**config.mk**
```make
export PLATFORM = sky130hd
export DESIGN_NAME = rrr_readout
export DESIGN_NICKNAME = d
export VERILOG_FILES = /design/src/rrr_pkg.sv /design/src/rrr_fifo.sv /design/src/rrr_readout.sv
export SDC_FILE = /design/constraint.sdc
export NUM_CORES = 1
export LEC_CHECK = 0
export BUFFER_PORTS_ARGS = -buffer_cell sky130_fd_sc_hd__buf_2
export CORE_ASPECT_RATIO = 0.5
export CORE_UTILIZATION = 50
export CTS_CLUSTER_DIAMETER = 80
export DETAILED_ROUTE_END_ITERATION = 7
export PLACE_DENSITY = 0.73
export SYNTH_ARGS = -nofsm -noshare
export SYNTH_HDL_FRONTEND = slang
export SYNTH_HIERARCHICAL = 1
export SYNTH_SLANG_ARGS = --single-unit
```
**constraint.sdc**
```tcl
create_clock -name sys_clk -period 3.4 [get_ports sys_clk]
set_clock_uncertainty 0.2 [all_clocks]
set_input_delay 0.68 -clock sys_clk [delete_from_list [all_inputs] [get_ports sys_clk]]
set_output_delay 0.68 -clock sys_clk [all_outputs]
set_load 0.02 [all_outputs]
```
**src/rrr_pkg.sv**
```systemverilog
// Package for the result register readout block: widths, counts and carried structs.
// Assumes a single 100 MHz system clock domain with synchronous active-high reset.
package rrr_pkg;
   localparam int unsigned NUM_REGS = 4;
   localparam int unsigned DATA_W = 14;
   localparam int unsigned PTR_W = 2;
   localparam int unsigned FIFO_DEPTH = 4;
   localparam int unsigned CONV_CLKS = 16;
   localparam int unsigned XFER_CLK = 14;
   localparam logic [PTR_W-1:0] PTR_FIRST = 2'h0;
   localparam logic [DATA_W-1:0] CODE_MAX = 14'h1fff;
   localparam logic [DATA_W-1:0] CODE_MIN = 14'h2000;
   typedef logic [DATA_W-1:0] rrr_code_t;
   typedef struct packed {
      logic first;
      rrr_code_t code;
   } rrr_result_s;
   typedef enum logic [1:0] {
      RRR_IDLE,
      RRR_CONV,
      RRR_XFER
   } rrr_state_e;
endpackage : rrr_pkg

```
**src/rrr_fifo.sv**
```systemverilog
// Small flip-flop FIFO with valid and ready on both sides.
// Assumes one clock and synchronous active-high reset.
module rrr_fifo #(
   parameter int unsigned WIDTH = 15,
   parameter int unsigned DEPTH = 4
) (
   input wire logic sys_clk,
   input wire logic rst,
   input wire logic [WIDTH-1:0] in_data,
   input wire logic in_valid,
   output logic in_ready,
   output logic [WIDTH-1:0] out_data,
   output logic out_valid,
   input wire logic out_ready
);
   localparam int unsigned AW = (DEPTH > 1) ? $clog2(DEPTH) : 1;
   logic [WIDTH-1:0] mem_r [DEPTH];
   logic [AW-1:0] wr_r;
   logic [AW-1:0] rd_r;
   logic [AW:0] cnt_r;
   logic push;
   logic pop;
   assign in_ready = (cnt_r != (AW+1)'(DEPTH));
   assign out_valid = (cnt_r != '0);
   assign out_data = mem_r[rd_r];
   assign push = in_valid && in_ready;
   assign pop = out_valid && out_ready;
   always_ff @(posedge sys_clk) begin
      if (push) begin
         mem_r[wr_r] <= in_data;
      end
   end
   always_ff @(posedge sys_clk) begin
      if (rst) begin
         wr_r <= '0;
         rd_r <= '0;
         cnt_r <= '0;
      end else begin
         if (push) begin
            wr_r <= (wr_r == AW'(DEPTH-1)) ? '0 : wr_r + 1'b1;
         end
         if (pop) begin
            rd_r <= (rd_r == AW'(DEPTH-1)) ? '0 : rd_r + 1'b1;
         end
         cnt_r <= cnt_r + (AW+1)'(push) - (AW+1)'(pop);
      end
   end
endmodule : rrr_fifo

```
**src/rrr_readout.sv**
```systemverilog
// Result register readout: conversion sequencer timing, four result registers and host port.
// Assumes results arrive as signed codes, one per conversion, and host pins synchronous.
module rrr_readout #(
   parameter int unsigned NUM_REGS = rrr_pkg::NUM_REGS,
   parameter int unsigned DATA_W = rrr_pkg::DATA_W,
   parameter int unsigned CONV_CLKS = rrr_pkg::CONV_CLKS,
   parameter int unsigned XFER_CLK = rrr_pkg::XFER_CLK
) (
   input wire logic sys_clk,
   input wire logic rst,
   input wire logic conv_clk_en,
   input wire logic start,
   input wire logic [NUM_REGS-1:0] chan_sel,
   input wire logic [DATA_W-1:0] sample_code,
   input wire logic sample_valid,
   output logic sample_ready,
   input wire logic cs_n,
   input wire logic rd_n,
   output logic [DATA_W-1:0] result_bus_o,
   output logic result_bus_oe_n,
   output logic busy,
   output logic eoc_n,
   output logic first_result_flag
);
   localparam int unsigned PW = rrr_pkg::PTR_W;
   localparam int unsigned CW = $clog2(CONV_CLKS + 1);
   localparam int unsigned NW = $clog2(NUM_REGS + 1);

   rrr_pkg::rrr_state_e state_r;
   logic [CW-1:0] clk_cnt_r;
   logic [NW-1:0] todo_r;
   logic [NW-1:0] done_r;
   logic [PW-1:0] ptr_r;
   logic pend_r;
   logic rd_n_r;
   logic [DATA_W-1:0] regs_r [NUM_REGS];
   logic [DATA_W-1:0] bus_r;
   logic eoc_r;
   logic flag_r;
   logic rd_rise;
   logic xfer;
   logic next_ready;
   logic is_last;
   logic [PW-1:0] ptr_inc;
   logic [NW-1:0] ptr_ext;
   logic [NW-1:0] avail;
   rrr_pkg::rrr_result_s fifo_out;
   logic fifo_valid;
   logic fifo_ready;

   // Buffered sample path; the converter core stalls on sample_ready.
   rrr_fifo #(
      .WIDTH($bits(rrr_pkg::rrr_result_s)),
      .DEPTH(rrr_pkg::FIFO_DEPTH)
   ) u_fifo (
      .sys_clk(sys_clk),
      .rst(rst),
      .in_data({1'b0, sample_code}),
      .in_valid(sample_valid),
      .in_ready(sample_ready),
      .out_data(fifo_out),
      .out_valid(fifo_valid),
      .out_ready(fifo_ready)
   );

   // Transfer happens on the 14th conversion clock, only when a sample waits.
   assign xfer = (state_r == rrr_pkg::RRR_CONV) && conv_clk_en
      && (clk_cnt_r == CW'(XFER_CLK - 1)) && fifo_valid;
   assign fifo_ready = xfer;
   assign rd_rise = !rd_n_r && rd_n;
   assign ptr_inc = ptr_r + 1'b1;
   // Widened index so the last register is not mistaken for a wrap to the first.
   assign ptr_ext = NW'(ptr_r) + NW'(1);
   // A result landing in the same cycle as a read edge already counts as available.
   assign avail = done_r + NW'(xfer);
   assign is_last = (ptr_ext >= avail);
   assign next_ready = (ptr_ext < avail);

   always_ff @(posedge sys_clk) begin
      if (rst) begin
         state_r <= rrr_pkg::RRR_IDLE;
         clk_cnt_r <= '0;
         todo_r <= '0;
      end else begin
         case (state_r)
            rrr_pkg::RRR_IDLE: begin
               if (start && (chan_sel != '0)) begin
                  todo_r <= NW'($countones(chan_sel));
                  clk_cnt_r <= '0;
                  state_r <= rrr_pkg::RRR_CONV;
               end
            end
            rrr_pkg::RRR_CONV: begin
               if (conv_clk_en) begin
                  if (clk_cnt_r == CW'(XFER_CLK - 1) && !fifo_valid) begin
                     clk_cnt_r <= clk_cnt_r;
                  end else if (clk_cnt_r == CW'(CONV_CLKS - 1)) begin
                     clk_cnt_r <= '0;
                     todo_r <= todo_r - 1'b1;
                     if (todo_r == NW'(1)) begin
                        state_r <= rrr_pkg::RRR_IDLE;
                     end
                  end else begin
                     clk_cnt_r <= clk_cnt_r + 1'b1;
                  end
               end
            end
            default: begin
               state_r <= rrr_pkg::RRR_IDLE;
            end
         endcase
      end
   end

   // Busy stays high through every selected conversion.
   assign busy = (state_r != rrr_pkg::RRR_IDLE);

   always_ff @(posedge sys_clk) begin
      if (rst) begin
         done_r <= '0;
      end else if (state_r == rrr_pkg::RRR_IDLE && start && (chan_sel != '0)) begin
         done_r <= '0;
      end else if (xfer) begin
         done_r <= done_r + 1'b1;
      end
   end

   // Results land in consecutive registers in conversion order.
   always_ff @(posedge sys_clk) begin
      if (rst) begin
         for (int i = 0; i < NUM_REGS; i++) begin
            regs_r[i] <= '0;
         end
      end else if (xfer) begin
         regs_r[done_r[PW-1:0]] <= fifo_out.code;
      end
   end

   // End pulse is low for one conversion clock after each transfer.
   always_ff @(posedge sys_clk) begin
      if (rst) begin
         eoc_r <= 1'b0;
      end else if (xfer) begin
         eoc_r <= 1'b1;
      end else if (conv_clk_en) begin
         eoc_r <= 1'b0;
      end
   end
   assign eoc_n = !eoc_r;

   always_ff @(posedge sys_clk) begin
      if (rst) begin
         rd_n_r <= 1'b1;
      end else begin
         rd_n_r <= rd_n;
      end
   end

   // Register pointer: reset on first transfer, advance on reads or deferred at transfer.
   always_ff @(posedge sys_clk) begin
      if (rst) begin
         ptr_r <= rrr_pkg::PTR_FIRST;
         pend_r <= 1'b0;
      end else if (xfer && done_r == '0) begin
         ptr_r <= rrr_pkg::PTR_FIRST;
         pend_r <= 1'b0;
      end else if (xfer && pend_r) begin
         ptr_r <= ptr_inc;
         pend_r <= 1'b0;
      end else if (rd_rise && !cs_n) begin
         if (next_ready) begin
            ptr_r <= ptr_inc;
         end else if (busy) begin
            pend_r <= 1'b1;
         end else if (is_last) begin
            ptr_r <= rrr_pkg::PTR_FIRST;
         end
      end
   end

   // Flag follows the pointer at register 0; its power-up level is left high.
   always_ff @(posedge sys_clk) begin
      if (rst) begin
         flag_r <= 1'b1;
      end else if (xfer && done_r == '0) begin
         flag_r <= 1'b1;
      end else if (xfer && pend_r) begin
         flag_r <= 1'b0;
      end else if (rd_rise && !cs_n && (next_ready || (!busy && is_last))) begin
         flag_r <= !next_ready;
      end
   end
   assign first_result_flag = flag_r;

   always_ff @(posedge sys_clk) begin
      if (rst) begin
         bus_r <= '0;
      end else begin
         bus_r <= regs_r[ptr_r];
      end
   end
   assign result_bus_o = bus_r;
   assign result_bus_oe_n = !(!cs_n && !rd_n);
endmodule : rrr_readout

```
==> results_dict.tcl <==
set metrics [dict create \
    crit_type "reg2reg" \
    drc 0 \
    place_congestion 0.811 \
    finalHoldViolCount 0 \
    start_kind "flop" \
    clkSlewWorstSetupHoldPaths_ns 0.07 \
    fp-row-count 29 \
    post-route-period-util_pct 92.6 \
    wl_per_cell_um 17.2 \
    placedCellCount 638 \
    timing.fmax_mhz 317 \
    layoutNonFillerInstCount 670 \
    yosysWarnings 6 \
    hold_buffers 0 \
    finalNetCount 536 \
    antenna_found_initial 0 \
    period_needed_ns 3.15 \
    worstMarginPinSlew_ns 0.706 \
    die_y_um 83.1 \
    clock-sinks 153 \
    cts_buffers 17 \
    synthCells 432 \
    ioPinCount 44 \
    grt_pass1_vias 3579 \
    io_buffers 43 \
    gr-total-overflow 0 \
    worstPathArrival_ns 3.24 \
    rsz0062_at_grt "false" \
    grt_pass1_wl_um 18300 \
    power_density_nw_per_um2 572 \
    p_leak_uw 0.00289 \
    worstHoldPathType "in2reg" \
    grt_max_degree 41 \
    cts_tree "yes" \
    drt_wl_total_um 11500 \
    placed_cell_area_um2 6970 \
    vias_per_cell 5.31 \
    cp_data_required_time_ns 3.49 \
    slew_headroom_pct 52.9 \
    die_area_um2 13600 \
    tns_ns 0 \
    die_w_um 164 \
    fillers 958 \
    ant_nets 0 \
    first_pass_iters 5 \
    synth_area_um2 6570 \
    drt_iter0_drc 195 \
    drive_above_1_share_pct 29.4 \
    syn2layout_area_growth_pct 15.5 \
    coreArea_um2 12700 \
    avgSynthCellArea_um2 15.2 \
    n_antenna_cell 0 \
    cap_violations 0 \
    path_max_fanout 6 \
    clk-insertion-delay-late_ns 0.41 \
    finalSetupViolations 0 \
    clockBufferDepth 2 \
    cp-end-kind "flop" \
    cts.htree.levels 4 \
    final_cell_area_um2 7590 \
    track_usage_pct 18.2 \
    vias 3561 \
    outcome "completed" \
    slew_violations 0 \
    r2r_slack_ns 0.25 \
    root_buffer "clkbuf_16" \
    ir_drop_mv 0.314 \
    start_util_pct 51.6 \
    post-dp-hpwl_um 7370 \
    synth_fp_nets 481 \
]
==> where the power goes <==
group	leakage (uW)	switching, uW	internal, uW
Sequential	0.00140	36.6	2100
Combinational	0.00118	173	108
Clock	0.000302	855	1060
==> placed cells by master (no fill, tap or decap), types with 2 or more instances in the layout <==
| master | count |
|---|---|
| a21o_1 | 2 |
| a21oi_1 | 10 |
| a31o_2 | 2 |
| and2_1 | 49 |
| and2_2 | 10 |
| and3_2 | 4 |
| and3_4 | 3 |
| and4b_1 | 2 |
| buf_2 | 43 |
| buf_4 | 9 |
| clkbuf_16 | 17 |
| clkinv_4 | 3 |
| clkinv_8 | 3 |
| dfxtp_1 | 41 |
| edfxtp_1 | 112 |
| fa_1 | 2 |
| ha_1 | 22 |
| inv_1 | 22 |
| inv_6 | 2 |
| inv_8 | 6 |
| mux2_2 | 2 |
| mux2i_1 | 4 |
| mux4_2 | 28 |
| nand2_1 | 11 |
| nand2b_1 | 6 |
| nand3_1 | 7 |
| nor2_1 | 12 |
| nor2b_1 | 17 |
| nor3_1 | 2 |
| o2111ai_1 | 2 |
| o211ai_1 | 3 |
| o21ai_0 | 2 |
| o22ai_1 | 2 |
| o31ai_1 | 2 |
| or2_2 | 6 |
| or3_1 | 2 |
| xnor2_1 | 3 |
| xor2_1 | 2 |
==> flip-flops by register name (all words and copies together), names as in the netlist, 2 cells and up, named ones only <==
register	cells
u_fifo/cnt_r	3
u_fifo/rd_r	2
done_r	3
u_fifo/wr_r	2
clk_cnt_r	5
result_bus_o	14
ptr_r	2
regs_r	56
u_fifo/mem_r	56
todo_r	3
==> final timing paths <==
check	from	end	cells past startpoint
worst max-delay path	u_fifo/cnt_r[1]	ptr_r[0]	12
worst min-delay path	rd_n	rd_n_r	2
worst max register to register	u_fifo/cnt_r[1]	ptr_r[0]	12
worst min register to register	eoc_r	eoc_r	2
==> worst max-delay path, stage by stage, from the launching register on <==
cell and delay, ns:
dfxtp_1 0.38, or3_4 0.43, and3_2 0.26, nand2_1 0.09, inv_1 0.12, ha_1 0.21, ha_1 0.26, inv_1 0.04
ha_1 0.25, nor2b_1 0.14, o211a_1 0.24, o31ai_1 0.31, o22ai_1 0.11
==> metrics by stage <==
stage               hold WS (ns)  utilization [%]  worst slack, ns  power [uW]
floorplan                  0.249                -            0.315        2360
global placement           0.264             54.7            0.224        2440
detailed placement         0.263             54.7            0.145        2460
CTS                        0.256             59.6            0.122        4370
global route               0.259             59.6           0.0497        4490
finish                     0.272             59.6            0.250        4340
==> timing repair <==
action                     in CTS  in global routing
gates resized for setup         0                  2
buffers inserted                0                  0
setup endpoints to repair       0                  1
==> area by class of cell <==
class	instances	area (um^2)	area share [%]
Sequential cell	153	4180	55.1
Timing Repair Buffer	52	283	3.72
Inverter	22	82.6	1.09
Clock inverter	15	190	2.50
Clock buffer	17	425	5.60
Multi-Input combinational cell	241	2220	29.2
Tap cell	170	213	2.80
==> per-layer routing <==
layer	share of wire [%]	routed length, um	vias to the layer above	global-route usage, %
met3	6.6	758	2	4.85
met5	0	0	-	0
met4	0.043	5	0	6.57
li1	-	-	1704	-
met1	47	5410	1754	23.9
met2	46	5330	101	29.2
Note: power is estimated with default switching activity, not from simulation.
